===== config.mk =====
export PLATFORM = sky130hd
export DESIGN_NAME = itc_timer
export DESIGN_NICKNAME = d
export VERILOG_FILES = /design/src/hw/itc_pkg.sv /design/src/hw/itc_reg_if.sv /design/src/hw/itc_avalon_regs.sv /design/src/hw/itc_timer.sv
export SDC_FILE = /design/constraint.sdc
export NUM_CORES = 1
export LEC_CHECK = 0
export BUFFER_PORTS_ARGS = -buffer_cell sky130_fd_sc_hd__buf_2
export CORE_MARGIN = 3
export CORE_UTILIZATION = 45
export CTS_CLUSTER_SIZE = 28
export DETAILED_ROUTE_END_ITERATION = 12
export PLACE_DENSITY_LB_ADDON = 0.2
export SLEW_MARGIN = 40
export SYNTH_ARGS = -nofsm -noshare
export SYNTH_HDL_FRONTEND = slang
export SYNTH_SLANG_ARGS = --single-unit

===== constraint.sdc =====
create_clock -name clk -period 3.7 [get_ports clk]
set_input_delay 0.37 -clock clk [delete_from_list [all_inputs] [get_ports clk]]
set_output_delay 0.37 -clock clk [all_outputs]
set_load 0.01 [all_outputs]

===== src/hw/itc_pkg.sv =====
// Contract
// - an initial count of zero runs 65536 binary (10000 decimal) counts in modes 0 to 4; mode 5 does not count.
// - mode 0 output drops low on control write, stays low until zero.
// - mode 0 gate high counts, gate low suspends, output untouched by gate.
// - mode 0 count loads on next count tick without decrement; high after N+1.
// - mode 0 first of two bytes suspends counting, output low; second loads next tick.
// - mode 0 count written with gate low still loads; N ticks after gate rises.
// - mode 1 output high on control write, low from trigger load for N ticks.
// - mode 1 gate falling ignored; new gate rise retriggers from holding register.
// - mode 1 count written during a pulse only takes effect at next trigger.
// - mode 2 output low one tick when count reaches one, reloads every N ticks.
// - mode 2 gate low stops counting, forces output high; rise reloads next tick.
// - mode 2 count loads next tick; low pulse N ticks after writing N.
// - mode 2 new count waits for period end, or loads after a gate trigger.
// - mode 3 output high first half, low second half; period N ticks.
// - mode 3 gate low halts, forces output high; rise reloads next tick.
// - mode 3 new count waits for half-cycle end, or loads after a gate trigger.
// - mode 3 even count loads as written, then steps down by two each tick.
// - mode 3 odd count loads N-1; falls at zero, rises at two, reloading.
// - mode 4 output high; one-tick low strobe when count reaches zero.
// - mode 4 gate enables counting only; load tick without decrement; strobe N+1.
// - mode 4 first byte harmless; second byte reloads next tick, retriggering.
// - count type bit zero counts binary, one counts four decimal digits.
// - mode field x10 and x11 give modes 2 and 3; 100, 101 give 4, 5.
package itc_pkg;
   localparam int           CNT_W       = 16;
   localparam int           CW_W        = 6;
   localparam int           ADDR_MIN_W  = 4;
   localparam logic [3:0]   CTRL_OFS    = 4'h0;
   localparam logic [3:0]   COUNT_OFS   = 4'h4;
   localparam logic [3:0]   STATUS_OFS  = 4'h8;
   localparam int           CW_BCD_BIT  = 0;
   localparam int           CW_MODE_LSB = 1;
   localparam int           CW_RL_LSB   = 4;
   localparam logic [1:0]   RL_LATCH    = 2'h0;
   localparam logic [1:0]   RL_LOW      = 2'h1;
   localparam logic [1:0]   RL_HIGH     = 2'h2;
   localparam logic [1:0]   RL_BOTH     = 2'h3;
   localparam int           ST_OUT_BIT  = 0;
   localparam int           ST_NULL_BIT = 1;
   localparam int           ST_MSBW_BIT = 2;
   localparam int           ST_GATE_BIT = 3;
   localparam int           ST_RUN_BIT  = 4;
   localparam logic [CW_W-1:0]  CW_RESET = 6'h00;
   localparam logic [CNT_W-1:0] CE_ZERO  = 16'h0000;
   localparam logic [CNT_W-1:0] CE_ONE   = 16'h0001;
   localparam logic [CNT_W-1:0] CE_TWO   = 16'h0002;
   localparam logic             OUT_RESET = 1'b0;

   typedef enum logic [2:0] {
      MODE_TERM, MODE_ONESHOT, MODE_RATE, MODE_SQUARE, MODE_SWSTB, MODE_HWSTB
   } itc_mode_type;

   typedef enum logic [1:0] {PH_IDLE, PH_LOAD, PH_RUN, PH_DONE} itc_phase_type;

   function automatic itc_mode_type itc_decode_mode(input logic [2:0] m);
      if (m[1])
         return m[0] ? MODE_SQUARE : MODE_RATE;
      else if (m[2])
         return m[0] ? MODE_HWSTB : MODE_SWSTB;
      else
         return m[0] ? MODE_ONESHOT : MODE_TERM;
   endfunction

   function automatic logic [CNT_W-1:0] itc_dec1(input logic [CNT_W-1:0] v,
                                                 input logic             bcd);
      logic [CNT_W-1:0] r;
      logic             borrow;
      r = v;
      borrow = 1'b1;
      if (!bcd) begin
         r = v - CE_ONE;
      end else begin
         for (int i = 0; i < 4; i++) begin
            if (borrow) begin
               if (v[4*i +: 4] == 4'h0) begin
                  r[4*i +: 4] = 4'h9;
               end else begin
                  r[4*i +: 4] = v[4*i +: 4] - 4'h1;
                  borrow = 1'b0;
               end
            end
         end
      end
      return r;
   endfunction
endpackage


===== src/hw/itc_reg_if.sv =====
`timescale 1ns/100ps
interface itc_reg_if;
   import itc_pkg::*;
   logic                ctrl_wr;
   logic                count_wr;
   logic [7:0]          wdata;
   logic [CW_W-1:0]     ctrl_word;
   logic [CNT_W-1:0]    ce_value;
   logic [7:0]          status;

   modport regs (output ctrl_wr, output count_wr, output wdata,
                 input ctrl_word, input ce_value, input status);
   modport core (input ctrl_wr, input count_wr, input wdata,
                 output ctrl_word, output ce_value, output status);
endinterface


===== src/hw/itc_avalon_regs.sv =====
`timescale 1ns/100ps
module itc_avalon_regs
   import itc_pkg::*;
#(
   parameter int AW = 4
) (
   input  wire logic          clk,
   input  wire logic          srst,
   input  wire logic [AW-1:0] avs_address,
   input  wire logic          avs_read,
   input  wire logic          avs_write,
   input  wire logic [31:0]   avs_writedata,
   input  wire logic [3:0]    avs_byteenable,
   output      logic [31:0]   avs_readdata,
   output      logic          avs_waitrequest,
   itc_reg_if.regs            bus
);
   logic waitrequest_reg;
   logic [31:0] readdata_reg;
   logic write_go;
   logic [2:0] sel;

   // one-hot select: ctrl, count, status
   function automatic logic [2:0] reg_sel(input logic [AW-1:0] a);
      logic [3:0] low;
      low = a[3:0];
      return {low == STATUS_OFS, low == COUNT_OFS, low == CTRL_OFS}
             & {3{(a >> 4) == '0}};
   endfunction

   generate
      if (AW < ADDR_MIN_W) begin : g_bad_aw
         $error("address width too small for register map");
      end
   endgenerate

   // every request is held one cycle, answered on the next
   always_ff @(posedge clk) begin
      if (srst)
         waitrequest_reg <= 1'b1;
      else
         waitrequest_reg <= ~((avs_read | avs_write) & waitrequest_reg);
   end

   always_ff @(posedge clk) begin
      if (srst) begin
         readdata_reg <= 32'h0000_0000;
      end else if (avs_read && waitrequest_reg) begin
         unique case (reg_sel(avs_address))
            3'b001:  readdata_reg <= {26'h000_0000, bus.ctrl_word};
            3'b010:  readdata_reg <= {16'h0000, bus.ce_value};
            3'b100:  readdata_reg <= {24'h00_0000, bus.status};
            default: readdata_reg <= 32'h0000_0000;
         endcase
      end
   end

   assign write_go = avs_write & ~waitrequest_reg & avs_byteenable[0];
   assign sel = reg_sel(avs_address);
   assign bus.ctrl_wr = write_go & sel[0];
   assign bus.count_wr = write_go & sel[1];
   assign bus.wdata = avs_writedata[7:0];
   assign avs_readdata = readdata_reg;
   assign avs_waitrequest = waitrequest_reg;
endmodule


===== src/hw/itc_timer.sv =====
// Chosen here: the address map and register access over Avalon-MM.
`timescale 1ns/100ps
module itc_timer
   import itc_pkg::*;
#(
   parameter int AW = 4
) (
   input  wire logic          clk,
   input  wire logic          srst,
   input  wire logic [AW-1:0] avs_address,
   input  wire logic          avs_read,
   input  wire logic          avs_write,
   input  wire logic [31:0]   avs_writedata,
   input  wire logic [3:0]    avs_byteenable,
   output      logic [31:0]   avs_readdata,
   output      logic          avs_waitrequest,
   input  wire logic          count_clk,
   input  wire logic          gate,
   output      logic          timer_out
);
   itc_reg_if rb();

   itc_avalon_regs #(.AW(AW)) u_regs (
      .clk             (clk),
      .srst            (srst),
      .avs_address     (avs_address),
      .avs_read        (avs_read),
      .avs_write       (avs_write),
      .avs_writedata   (avs_writedata),
      .avs_byteenable  (avs_byteenable),
      .avs_readdata    (avs_readdata),
      .avs_waitrequest (avs_waitrequest),
      .bus             (rb)
   );

   logic                cclk_meta_reg;
   logic                cclk_sync_reg;
   logic                cclk_prev_reg;
   logic                gate_meta_reg;
   logic                gate_sync_reg;
   logic                gate_prev_reg;
   logic                tick;
   logic                gate_rise;
   logic                trig_reg;
   logic [1:0]          rl_reg;
   logic [2:0]          mode_bits_reg;
   logic                bcd_reg;
   itc_mode_type        mode_reg;
   itc_mode_type        new_mode;
   logic [CNT_W-1:0]    cr_reg;
   logic                msb_wait_reg;
   logic                ctrl_cmd;
   logic                first_byte;
   logic                count_done;
   itc_phase_type       phase_reg;
   logic [CNT_W-1:0]    ce_reg;
   logic [CNT_W-1:0]    dec1;
   logic [CNT_W-1:0]    dec2;
   logic [CNT_W-1:0]    sq_load;
   logic [CNT_W-1:0]    sq_end;
   logic                sq_odd_reg;
   logic                out_reg;
   logic                null_reg;
   logic                armed_reg;
   logic                host_quiet;

   // pin inputs pass two flip-flops before anything looks at them
   always_ff @(posedge clk) begin
      if (srst) begin
         cclk_meta_reg <= 1'b0;
         cclk_sync_reg <= 1'b0;
         cclk_prev_reg <= 1'b0;
      end else begin
         cclk_meta_reg <= count_clk;
         cclk_sync_reg <= cclk_meta_reg;
         cclk_prev_reg <= cclk_sync_reg;
      end
   end

   always_ff @(posedge clk) begin
      if (srst) begin
         gate_meta_reg <= 1'b0;
         gate_sync_reg <= 1'b0;
         gate_prev_reg <= 1'b0;
      end else begin
         gate_meta_reg <= gate;
         gate_sync_reg <= gate_meta_reg;
         gate_prev_reg <= gate_sync_reg;
      end
   end

   // counting happens on the falling edge of the count clock
   assign tick = cclk_prev_reg & ~cclk_sync_reg;
   assign gate_rise = gate_sync_reg & ~gate_prev_reg;

   // a trigger arriving on the consuming tick survives for the next one
   always_ff @(posedge clk) begin
      if (srst)
         trig_reg <= 1'b0;
      else if (gate_rise)
         trig_reg <= 1'b1;
      else if (tick || ctrl_cmd)
         trig_reg <= 1'b0;
   end

   // a control word with load format zero is a latch command; not served here
   assign ctrl_cmd = rb.ctrl_wr && (rb.wdata[CW_RL_LSB +: 2] != RL_LATCH);
   assign new_mode = itc_decode_mode(rb.wdata[CW_MODE_LSB +: 3]);
   assign first_byte = rb.count_wr && (rl_reg == RL_BOTH) && !msb_wait_reg;
   assign count_done = rb.count_wr && ((rl_reg != RL_BOTH) || msb_wait_reg);

   always_ff @(posedge clk) begin
      if (srst) begin
         rl_reg <= CW_RESET[CW_RL_LSB +: 2];
         mode_bits_reg <= CW_RESET[CW_MODE_LSB +: 3];
         bcd_reg <= CW_RESET[CW_BCD_BIT];
         mode_reg <= itc_decode_mode(CW_RESET[CW_MODE_LSB +: 3]);
      end else if (ctrl_cmd) begin
         rl_reg <= rb.wdata[CW_RL_LSB +: 2];
         mode_bits_reg <= rb.wdata[CW_MODE_LSB +: 3];
         bcd_reg <= rb.wdata[CW_BCD_BIT];
         mode_reg <= new_mode;
      end
   end

   // count holding register assembled per the load format
   always_ff @(posedge clk) begin
      if (srst) begin
         cr_reg <= CE_ZERO;
         msb_wait_reg <= 1'b0;
      end else if (ctrl_cmd) begin
         msb_wait_reg <= 1'b0;
      end else if (rb.count_wr) begin
         unique case (rl_reg)
            RL_LOW:  cr_reg <= {8'h00, rb.wdata};
            RL_HIGH: cr_reg <= {rb.wdata, 8'h00};
            RL_BOTH: begin
               if (msb_wait_reg)
                  cr_reg[15:8] <= rb.wdata;
               else
                  cr_reg[7:0] <= rb.wdata;
               msb_wait_reg <= ~msb_wait_reg;
            end
            default: ;
         endcase
      end
   end

   // zero wraps to all ones (or 9999), giving the full-range count
   assign dec1 = itc_dec1(ce_reg, bcd_reg);
   assign dec2 = itc_dec1(dec1, bcd_reg);
   assign sq_load = {cr_reg[CNT_W-1:1], 1'b0};
   assign sq_end = (sq_odd_reg && out_reg) ? CE_ZERO : CE_TWO;

   always_ff @(posedge clk) begin
      if (srst) begin
         phase_reg <= PH_IDLE;
         ce_reg <= CE_ZERO;
         out_reg <= OUT_RESET;
         null_reg <= 1'b0;
         armed_reg <= 1'b0;
         sq_odd_reg <= 1'b0;
      end else if (ctrl_cmd) begin
         phase_reg <= PH_IDLE;
         ce_reg <= CE_ZERO;
         out_reg <= (new_mode != MODE_TERM);
         null_reg <= 1'b1;
         armed_reg <= 1'b0;
      end else if (first_byte && mode_reg == MODE_TERM) begin
         phase_reg <= PH_IDLE;
         out_reg <= 1'b0;
      end else begin
         if (tick) begin
            unique case (mode_reg)
               MODE_TERM: begin
                  if (phase_reg == PH_LOAD) begin
                     ce_reg <= cr_reg;
                     phase_reg <= PH_RUN;
                     null_reg <= 1'b0;
                  end else if (phase_reg == PH_RUN && gate_sync_reg) begin
                     ce_reg <= dec1;
                     if (dec1 == CE_ZERO)
                        out_reg <= 1'b1;
                  end
               end
               MODE_ONESHOT: begin
                  if (trig_reg && armed_reg) begin
                     ce_reg <= cr_reg;
                     out_reg <= 1'b0;
                     phase_reg <= PH_RUN;
                     null_reg <= 1'b0;
                  end else if (phase_reg == PH_RUN) begin
                     ce_reg <= dec1;
                     if (dec1 == CE_ZERO)
                        out_reg <= 1'b1;
                  end
               end
               MODE_RATE: begin
                  if (phase_reg == PH_LOAD || (trig_reg && armed_reg)) begin
                     ce_reg <= cr_reg;
                     out_reg <= 1'b1;
                     phase_reg <= PH_RUN;
                     null_reg <= 1'b0;
                  end else if (phase_reg == PH_RUN && gate_sync_reg) begin
                     if (ce_reg == CE_ONE) begin
                        ce_reg <= cr_reg;
                        out_reg <= 1'b1;
                        null_reg <= 1'b0;
                     end else begin
                        ce_reg <= dec1;
                        out_reg <= (dec1 != CE_ONE);
                     end
                  end
               end
               MODE_SQUARE: begin
                  if (phase_reg == PH_LOAD || (trig_reg && armed_reg)) begin
                     ce_reg <= sq_load;
                     sq_odd_reg <= cr_reg[0];
                     out_reg <= 1'b1;
                     phase_reg <= PH_RUN;
                     null_reg <= 1'b0;
                  end else if (phase_reg == PH_RUN && gate_sync_reg) begin
                     if (ce_reg == sq_end) begin
                        out_reg <= ~out_reg;
                        ce_reg <= sq_load;
                        sq_odd_reg <= cr_reg[0];
                        null_reg <= 1'b0;
                     end else begin
                        ce_reg <= dec2;
                     end
                  end
               end
               MODE_SWSTB: begin
                  if (phase_reg == PH_LOAD) begin
                     ce_reg <= cr_reg;
                     out_reg <= 1'b1;
                     phase_reg <= PH_RUN;
                     null_reg <= 1'b0;
                  end else if (phase_reg != PH_IDLE && gate_sync_reg) begin
                     ce_reg <= dec1;
                     if (phase_reg == PH_DONE) begin
                        out_reg <= 1'b1;
                     end else if (dec1 == CE_ZERO) begin
                        out_reg <= 1'b0;
                        phase_reg <= PH_DONE;
                     end
                  end else if (phase_reg == PH_DONE) begin
                     out_reg <= 1'b1;
                  end
               end
               MODE_HWSTB: begin
                  out_reg <= 1'b1;
               end
            endcase
         end
         if (count_done) begin
            null_reg <= 1'b1;
            armed_reg <= 1'b1;
            unique case (mode_reg)
               MODE_TERM: begin
                  phase_reg <= PH_LOAD;
                  out_reg <= 1'b0;
               end
               MODE_SWSTB: begin
                  phase_reg <= PH_LOAD;
               end
               MODE_RATE, MODE_SQUARE: begin
                  if (!armed_reg)
                     phase_reg <= PH_LOAD;
               end
               default: ;
            endcase
         end
         if ((mode_reg == MODE_RATE || mode_reg == MODE_SQUARE) && !gate_sync_reg)
            out_reg <= 1'b1;
      end
   end

   assign host_quiet = !rb.ctrl_wr && !rb.count_wr;
   assign timer_out = out_reg;
   assign rb.ctrl_word = {rl_reg, mode_bits_reg, bcd_reg};
   assign rb.ce_value = ce_reg;
   assign rb.status = {3'h0, phase_reg == PH_RUN, gate_sync_reg, msb_wait_reg,
                       null_reg, out_reg};
endmodule


==> results of run 1 <==
## through the flow
step	setup slack (ps)	util	hold WS, ps
2_1_floorplan	490.0	-	393.4
3_3_place_gp	498.6	0.4924	395.9
3_5_place_dp	413.1	0.4929	402.7
4_1_cts	385.0	0.5207	237.8
5_1_grt	43.72	0.5212	246.4
6_report	367.1	0.5212	240.0
## kinds of logic (layout without fill, tap and decap cells)
kind of cell | count (synthesis) | count (layout) | share of synthesized area
other cells | 1 | 16 | 0.0007305
simple gates | 249 | 249 | 0.2637
compound gates | 212 | 212 | 0.2883
mux | 23 | 23 | 0.04777
xor+xnor | 19 | 19 | 0.03388
flops | 70 | 70 | 0.2730
buf+inv | 80 | 93 | 0.07556
fa+ha+maj | 7 | 7 | 0.01706
## layout make-up
class / instances / area [sq um]
fillers: 1063 / 5259
multi-input cells: 526 / 3418
flip-flops and latches: 70 / 1401
repair buffers: 60 / 360.3
clock buffers: 9 / 225.2
well taps: 140 / 175.2
clock inverters: 7 / 80.08
inverters: 17 / 63.81
## placed cells by master, fill, tap and decap left out, types with 9 or more instances in the layout
master	count
inv_1	16
conb_1	16
a21oi_1	40
nor3_1	12
mux2i_1	20
clkbuf_16	9
nor4_1	9
o21ai_0	39
a211oi_1	9
buf_2	36
buf_4	24
dfxtp_1	70
a31oi_1	13
a22o_1	14
nand3_1	21
nand2_1	57
xnor2_1	15
o211ai_1	11
a22oi_1	15
nor2_1	65
nor2b_1	16
## worst min path at each step
| stage | end | slack (ps) |
|---|---|---|
| after floorplan | trig_reg | 390 |
| after global placement | trig_reg | 400 |
| after detailed placement | trig_reg | 400 |
| after CTS | gate_meta_reg | 240 |
| after global routing | gate_meta_reg | 250 |
| final | gate_meta_reg | 240 |
## power by group through the flow
stage | clock [mW] | sequential, mW | combinational (mW)
finish | 0.903 | 0.765 | 0.0829
detailed placement | 0 | 0.782 | 0.0806
CTS | 0.916 | 0.765 | 0.0810
floorplan | 0 | 0.780 | 0.0619
global placement | 0 | 0.782 | 0.0794
global route | 0.948 | 0.765 | 0.0897
## layer usage
metal | track usage | part of all wire | vias up
li1 | - | - | 2481
met1 | 0.3508 | 0.42 | 2511
met2 | 0.4056 | 0.45 | 266
met3 | 0.05455 | 0.095 | 53
met4 | 0.1154 | 0.043 | 0
met5 | 0 | 0 | -
## cells in the mapped netlist, types with 7 or more instances
| cell | number | area [sq um] |
|---|---|---|
| a22o_1 | 14 | 122.6 |
| buf_2 | 10 | 50.05 |
| o211ai_1 | 11 | 82.58 |
| dfxtp_1 | 70 | 1401 |
| nor2_1 | 67 | 251.5 |
| clkbuf_1 | 30 | 112.6 |
| nand2_1 | 57 | 214.0 |
| nand3_1 | 21 | 105.1 |
| nand4_1 | 7 | 43.79 |
| nor3_1 | 12 | 60.06 |
| a22oi_1 | 15 | 112.6 |
| xnor2_1 | 15 | 131.4 |
| inv_1 | 16 | 60.06 |
| a221oi_1 | 8 | 70.07 |
| nand2b_1 | 8 | 50.05 |
| ha_1 | 7 | 87.58 |
| nor2b_1 | 16 | 100.1 |
| mux2i_1 | 20 | 200.2 |
| a21oi_1 | 40 | 200.2 |
| a31oi_1 | 13 | 81.33 |
| buf_4 | 16 | 120.1 |
| nor4_1 | 10 | 62.56 |
| a211oi_1 | 9 | 67.56 |
| o21ai_0 | 39 | 195.2 |
==> impl_metrics.json, run 1 <==
{
  "n_antenna_cell": 0,
  "place_area_sq_um": 5414,
  "cts.sinks": 70,
  "die_w_microns": 112.8,
  "ir_worst_vdd_mv": 0.2716,
  "ys_warn_count": 0,
  "r2r_cells": 15,
  "status": "completed",
  "clock.fmax_mhz": 300.0,
  "end_kind": "flip-flop",
  "place.port_buffers": 36,
  "start_kind": "flip-flop",
  "vias": 5311,
  "post-route-min-period_ps": 3333,
  "core_area_sq_um": 10980,
  "htree_levels": 3,
  "drt-total-wl_microns": 16330,
  "ys_seq_area_frac": 0.2730,
  "cts_tree": "done",
  "cp_slowest_cell": "nor3b_2",
  "firstDrtPassIters": 5,
  "worst_pin_slew_ps": 769.1,
  "maxSlewHeadroom": 0.4873,
  "worstPathArrival_ps": 3600,
  "grt_overflow": 0,
  "track_usage": 0.2614,
  "cellLeakagePower_nw": 2.266,
  "combPwrFrac": 0.047,
  "avgSynthCellArea_sq_um": 7.767,
  "min_path_cells": 2,
  "netlist_area_sq_um": 5134,
  "avgRoutedWirePerCell_microns": 19.70,
  "p_sw_mw": 0.4351,
  "hold_start": "gate",
  "die_area_sq_um": 12730,
  "fin_area_sq_um": 5724,
  "tns_ps": 0,
  "final.setup_skew_ps": 5.782,
  "reg2reg_from": "ce_reg[1]",
  "maxCapViolations": 0,
  "root_buffer": "clkbuf_16",
  "cts_resized": 0,
  "cp.depth": 15,
  "clk_path_buf_depth": 2,
  "rows": 38,
  "fin_nets": 737,
  "power_frac_clock": 0.516,
  "critPathMostFrequentCell": "inv_1",
  "critical_path.top_delay_family": "compound AO/OA/AOI/OAI gates",
  "rsz0062_at_grt": "no",
  "cp-startpoint": "ce_reg[1]",
  "vias_per_cell": 6.407,
  "reg2reg_setup_slack_ps": 370,
  "async_reset_ff_frac": 0,
  "drive_gt1_frac": 0.1582,
  "io_pins": 80,
  "crit_end": "ce_reg[9]",
  "start_util": 0.4674,
  "ys_types": 82,
  "p_sw_frac": 0.2485,
  "finalCritPeriodShare": 0.9008,
  "report.power.total_mw": 1.751,
  "p_seq_frac": 0.437,
  "antenna_found_initial": 0,
  "grt_max_degree": 40,
  "crit_path_max_fanout": 7,
  "synth_edf_count": 0,
  "path_buf_inv": 5,
  "required_ps": 3960,
  "gp_congestion": 0.9505,
  "grt_pass1_vias": 5006,
  "cts_hold_buf": 0,
  "grt_pass1_wl_microns": 26640,
  "synth_flop_cell": "dfxtp_1",
  "post-route-drc-count": 0,
  "final-setup-viol-count": 0,
  "drt_iter0_markers": 547,
  "post_cts_buffers": 0,
  "cts-buffers-inserted": 9,
  "instances_no_fill": 829,
  "r2r_end": "ce_reg[9]",
  "place_inst": 813,
  "path_cells": "inv_1 > ha_1 > nor3b_2 > buf_4 > o2111ai_1 > a21o_1 > o211ai_1 > inv_1 > ha_1 > inv_1 > nor3_2 > buf_4 > o311ai_0 > o211ai_1 > a21oi_1",
  "die-height_microns": 112.8,
  "crit_type": "reg -> reg",
  "worstSkewPairLatency_ps": 340,
  "power.internal_mw": 1.316,
  "dp_hpwl_microns": 12100,
  "slew_viol_final": 0,
  "slowest_delay_ps": 370,
  "area_growth_syn_to_layout_pct": 11.50,
  "clk_pin_slew_worst_paths_ps": 60,
  "hp-class": "in -> reg",
  "synth_seq_cells": 70,
  "power_density_nw_per_um2": 305.9,
  "hold_viol": 0,
  "synthCells": 661,
  "ant_nets": 0
}
Power figures use the tool's default switching activity.
==> run 2: changes to the inputs <==
Settings changed: SYNTH_HIERARCHICAL from default to 1.
==> impl_metrics.json, run 2 <==
{
  "crit_path_max_fanout": 10,
  "cts-buffers-inserted": 9,
  "hold_viol": 0,
  "track_usage": 0.2574,
  "clk_pin_slew_worst_paths_ps": 80,
  "cellLeakagePower_nw": 2.199,
  "cp_slowest_cell": "or4_1",
  "antenna_found_initial": 0,
  "synth_seq_cells": 70,
  "post_cts_buffers": 0,
  "fin_nets": 729,
  "slew_viol_final": 0,
  "finalCritPeriodShare": 0.9284,
  "maxSlewHeadroom": 0.4351,
  "synth_flop_cell": "dfxtp_1",
  "start_util": 0.4749,
  "post-route-drc-count": 0,
  "post-synth-top-area-cell": "dfxtp_1",
  "place_inst": 801,
  "worstSkewPairLatency_ps": 360,
  "grt_pass1_vias": 4801,
  "mostFrequentLayoutCells": "70 x dfxtp_1, 63 x nand2_1, 46 x nor2_1",
  "avgRoutedWirePerCell_microns": 19.83,
  "ant_nets": 0,
  "worst_pin_slew_ps": 841.6,
  "ys_types": 89,
  "firstDrtPassIters": 6,
  "final.setup_skew_ps": 12.06,
  "die_area_sq_um": 12490,
  "tns_ps": 0,
  "path_cells": "or4_1 > buf_4 > or4_1 > or3_4 > xnor2_2 > nor2_1 > nor2_2 > a2111oi_2 > o221a_1",
  "rsz0062_at_grt": "no",
  "clock.fmax_mhz": 291.1,
  "cts_tree": "done",
  "synth_top_area_share": 0.2783,
  "netlist_area_sq_um": 5035,
  "die-height_microns": 111.8,
  "gp_congestion": 1.004,
  "crit_type": "reg -> reg",
  "power_density_nw_per_um2": 263.9,
  "status": "completed",
  "final-setup-viol-count": 0,
  "synth_edf_count": 0,
  "vias": 5115,
  "maxCapViolations": 0,
  "htree_levels": 3,
  "hp-class": "in -> reg",
  "final_util": 0.5266,
  "fillers": 1037,
  "drt_iter0_markers": 552,
  "die_w_microns": 111.8,
  "ys_seq_area_frac": 0.2783,
  "async_reset_ff_frac": 0,
  "core_area_sq_um": 10600,
  "required_ps": 4010,
  "n_antenna_cell": 0,
  "vias_per_cell": 6.276,
  "drt-total-wl_microns": 16160,
  "start_kind": "flip-flop",
  "synthTopCellsByCount": "70 x dfxtp_1, 63 x nand2_1, 46 x nor2_1",
  "grt_pass1_wl_microns": 25740,
  "rows": 37,
  "ys_warn_count": 6,
  "critPathMostFrequentCell": "or4_1",
  "ir_worst_vdd_mv": 0.3157,
  "area_growth_syn_to_layout_pct": 10.88,
  "end_kind": "flip-flop",
  "cts.sinks": 70,
  "synth.most_common_cell": "dfxtp_1",
  "io_pins": 80,
  "synthCells": 642,
  "place.port_buffers": 36,
  "avgSynthCellArea_sq_um": 7.842,
  "instances_no_fill": 815,
  "post-route-min-period_ps": 3435,
  "synth.top_cells.by_area": "dfxtp_1 28%, nand2_1 4.7%, buf_4 3.7%",
  "worstPathArrival_ps": 3750,
  "grt_overflow": 0,
  "clk_path_buf_depth": 2,
  "root_buffer": "clkbuf_8",
  "grt_max_degree": 36,
  "layout_commonest_cell": "dfxtp_1",
  "dp_hpwl_microns": 12140,
  "slowest_delay_ps": 640,
  "drive_gt1_frac": 0.1973
}
## run 2: cell count changes after synthesis, sizes merged, moves of 8 or more
cell   before  now
nor3       15   25
a22oi      15    6
nand3      22   31
mux2i      20    4
xnor2      16    8
nor2       67   47
## run 2: path summary, 6_finish.rpt
| path | cells past startpoint | startpoint | end | slack [ps] |
|---|---|---|---|---|
| min | 2 | gate | gate_meta_reg | 220 |
| min reg2reg | 1 | gate_meta_reg | gate_sync_reg | 440 |
| max reg2reg | 9 | ce_reg[5] | ce_reg[12] | 260 |
| max | 9 | ce_reg[5] | ce_reg[12] | 260 |
## run 2: critical path, delay by kind of cell (launching register included)
kind | cells | cell delay [ps]
DFF | 1 | 310
and+or+nand+nor | 5 | 2090
buffers and inverters | 1 | 210
xor gates and xnor gates | 1 | 180
AOI/OAI and AO/OA | 2 | 590
## run 2: timing repair
item,CTS,global route
hold buffers,0,0
gates resized for setup,0,3
hold endpoints to repair,0,0
endpoints found under the setup margin,0,5
## run 2: layout make-up
| type | instances | area (sq um) | share of cell area |
|---|---|---|---|
| clock buffer | 13 | 158.9 | 0.02846 |
| inverter | 21 | 78.83 | 0.01412 |
| tap | 136 | 170.2 | 0.03048 |
| multi-input combinational | 505 | 3316 | 0.5939 |
| clock inverter | 1 | 30.03 | 0.005379 |
| timing repair buffer | 69 | 427.9 | 0.07665 |
| sequential | 70 | 1401 | 0.2510 |
## run 2: logic make-up after synthesis
family	share of synthesized area
and+or+nand+nor	0.2791
AOI/OAI and AO/OA	0.2977
buffers and inverters	0.08573
DFF	0.2783
xor gates and xnor gates	0.02560
adders and majority gates	0.01739
muxes	0.01466
other	0.001492
## run 2: report_power, final
group          switching, mW  total (mW)  internal (mW)
sequential           0.00474       0.763          0.758
clock                  0.284       0.626          0.342
combinational         0.0602      0.0851         0.0249
## run 2: metal layers
metal | vias to the layer above | routed length (microns) | global-route usage
met5 | - | 0 | 0
met4 | 0 | 301 | 0.07948
met3 | 26 | 1493 | 0.06304
met2 | 262 | 7315 | 0.4009
met1 | 2400 | 7051 | 0.3514
li1 | 2427 | - | -
## run 2: per-stage QoR
stage          area, sq um  power [mW]  hold WS, ps  setup WS, ps
2_1_floorplan         5099      0.8538        413.8         346.6
3_3_place_gp          5358      0.8612        415.5         293.2
3_5_place_dp          5375      0.8634        429.4         293.4
4_1_cts               5564       1.488        209.4         225.5
5_1_grt               5583       1.517        232.9         22.72
6_report              5583       1.473        221.5         264.8
==> run 3: changes to the inputs <==
Settings changed: SYNTH_HIERARCHICAL 1 to default.
Clock period 3.7 ns to 2.9 ns, I/O delays scaled along.
==> impl_metrics.json, run 3 (synthesis gave the netlist of run 1 again) <==
{
  "reg2reg_from": "ce_reg[0]",
  "report.power.total_mw": 2.328,
  "worst_pin_slew_ps": 727.8,
  "finalCritPeriodShare": 0.9908,
  "start_util": 0.4674,
  "final.setup_skew_ps": 5.006,
  "layout_commonest_cell": "buf_4",
  "status": "completed",
  "rows": 38,
  "firstDrtPassIters": 5,
  "n_antenna_cell": 0,
  "grt_pass1_vias": 5164,
  "met2_usage": 0.4265,
  "maxCapViolations": 0,
  "r2r_end": "ce_reg[15]",
  "grt_pass1_wl_microns": 27530,
  "post-route-min-period_ps": 2873,
  "reg2reg_setup_slack_ps": 30,
  "hold_viol": 0,
  "cts.sinks": 70,
  "drt_iter0_markers": 607,
  "use_met3": 0.04064,
  "min_path_cells": 2,
  "die_area_sq_um": 12730,
  "holdPathEnd": "cclk_meta_reg",
  "r2r_cells": 10,
  "mostFrequentLayoutCells": "70 x buf_4, 67 x dfxtp_1, 64 x nor2_1",
  "place.port_buffers": 36,
  "gp_congestion": 0.9596,
  "met1_usage": 0.3693,
  "clk_path_buf_depth": 2,
  "area_growth_syn_to_layout_pct": 21.91,
  "required_ps": 3120,
  "worstPathArrival_ps": 3100,
  "post-route-drc-count": 0,
  "io_pins": 80,
  "clock.fmax_mhz": 348.0,
  "start_kind": "flip-flop",
  "drive_gt1_frac": 0.2446,
  "avgRoutedWirePerCell_microns": 19.77,
  "instances_no_fill": 876,
  "track_usage": 0.2701,
  "clk_pin_slew_worst_paths_ps": 60,
  "root_buffer": "clkbuf_16",
  "final-setup-viol-count": 0,
  "dp_hpwl_microns": 12980,
  "drt-total-wl_microns": 17320,
  "worstSkewPairLatency_ps": 350,
  "grt_overflow": 0,
  "crit_path_max_fanout": 6,
  "slew_viol_final": 0,
  "rsz0062_at_grt": "yes",
  "fillers": 1010,
  "power_density_nw_per_um2": 372.0,
  "busiest_layer": "met2",
  "ir_worst_vdd_mv": 0.3504,
  "cts-buffers-inserted": 9,
  "ant_nets": 0,
  "place_inst": 852,
  "core_area_sq_um": 10980,
  "vias": 5525,
  "hold_start": "count_clk",
  "cts_hold_buf": 0,
  "crit_type": "reg -> reg",
  "maxSlewHeadroom": 0.5111,
  "die_w_microns": 112.8,
  "fin_nets": 784,
  "die-height_microns": 112.8,
  "cellLeakagePower_nw": 2.539,
  "hp-class": "in -> reg",
  "vias_per_cell": 6.307,
  "cts_tree": "done",
  "grt_max_degree": 25,
  "end_kind": "flip-flop",
  "antenna_found_initial": 0,
  "htree_levels": 3
}
run 3: cell count changes in the layout (fill, tap and decap cells not counted), moves of 8 or more:
cell and delta:
clkbuf_8 -11, nand3_2 -9, nor3_1 -11, a22oi_1 +9, nor2_1 +18, xnor2_1 +8, mux2i_1 +16, clkbuf_16 +9
buf_4 +37, inv_1 -8
run 3: how the worst max path moves through the flow:
stage / startpoint / slack (ps) / to
finish: ce_reg[0] / 30 / ce_reg[15]
floorplan: ce_reg[0] / -20 / ce_reg[13]
global placement: ce_reg[1] / 70 / ce_reg[12]
CTS: ce_reg[1] / 20 / ce_reg[9]
global route: ce_reg[1] / -80 / ce_reg[13]
detailed placement: ce_reg[1] / 40 / ce_reg[9]
run 3: timing repair:
item / in CTS / in global routing
setup endpoints to repair: 0 / 9
resized for setup: 0 / 21
setup buffers: 0 / 8
run 3: critical path: stages, from the launching register on:
cell and delay, ps:
dfxtp_4 350, buf_4 150, or4_4 570, buf_4 180
nor4_4 220, a211o_4 200, nand3_4 110, or3_4 420
o41a_1 320, o21ai_1 140, a31oi_1 100
run 3: metrics by stage:
stage	area [sq um]	hold slack, ps	setup TNS [ps]	utilization	setup WS [ps]
4_1_cts	6093	151.5	0	0.5548	15.55
6_report	6259	150.3	0	0.5698	26.60
3_3_place_gp	5761	395.4	0	0.5245	73.46
5_1_grt	6259	164.0	-153.4	0.5698	-77.31
2_1_floorplan	5248	393.4	-20.52	-	-20.52
3_5_place_dp	5763	406.4	0	0.5247	36.21
run 3: metal layers:
metal	wire length, microns	part of all wire
met2	7978	0.46
met1	7380	0.43
met3	1318	0.076
met4	641	0.037
met5	0	0
run 3: cell type report:
type | instances | area (sq um) | share of cell area
Tap cell | 140 | 175.2 | 0.02799
Clock buffer | 9 | 225.2 | 0.03599
Clock inverter | 7 | 105.1 | 0.01679
Sequential cell | 70 | 1408 | 0.2249
Timing Repair Buffer | 107 | 725.7 | 0.1160
Inverter | 17 | 66.31 | 0.01060
Multi-Input combinational cell | 526 | 3553 | 0.5678
run 3: power by group:
| group | total, mW | switching [mW] | leakage [nW] | internal (mW) |
|---|---|---|---|---|
| Clock | 1.24 | 0.475 | 0.159 | 0.766 |
| Combinational | 0.111 | 0.0760 | 1.81 | 0.0354 |
| Sequential | 0.975 | 0.00686 | 0.567 | 0.968 |
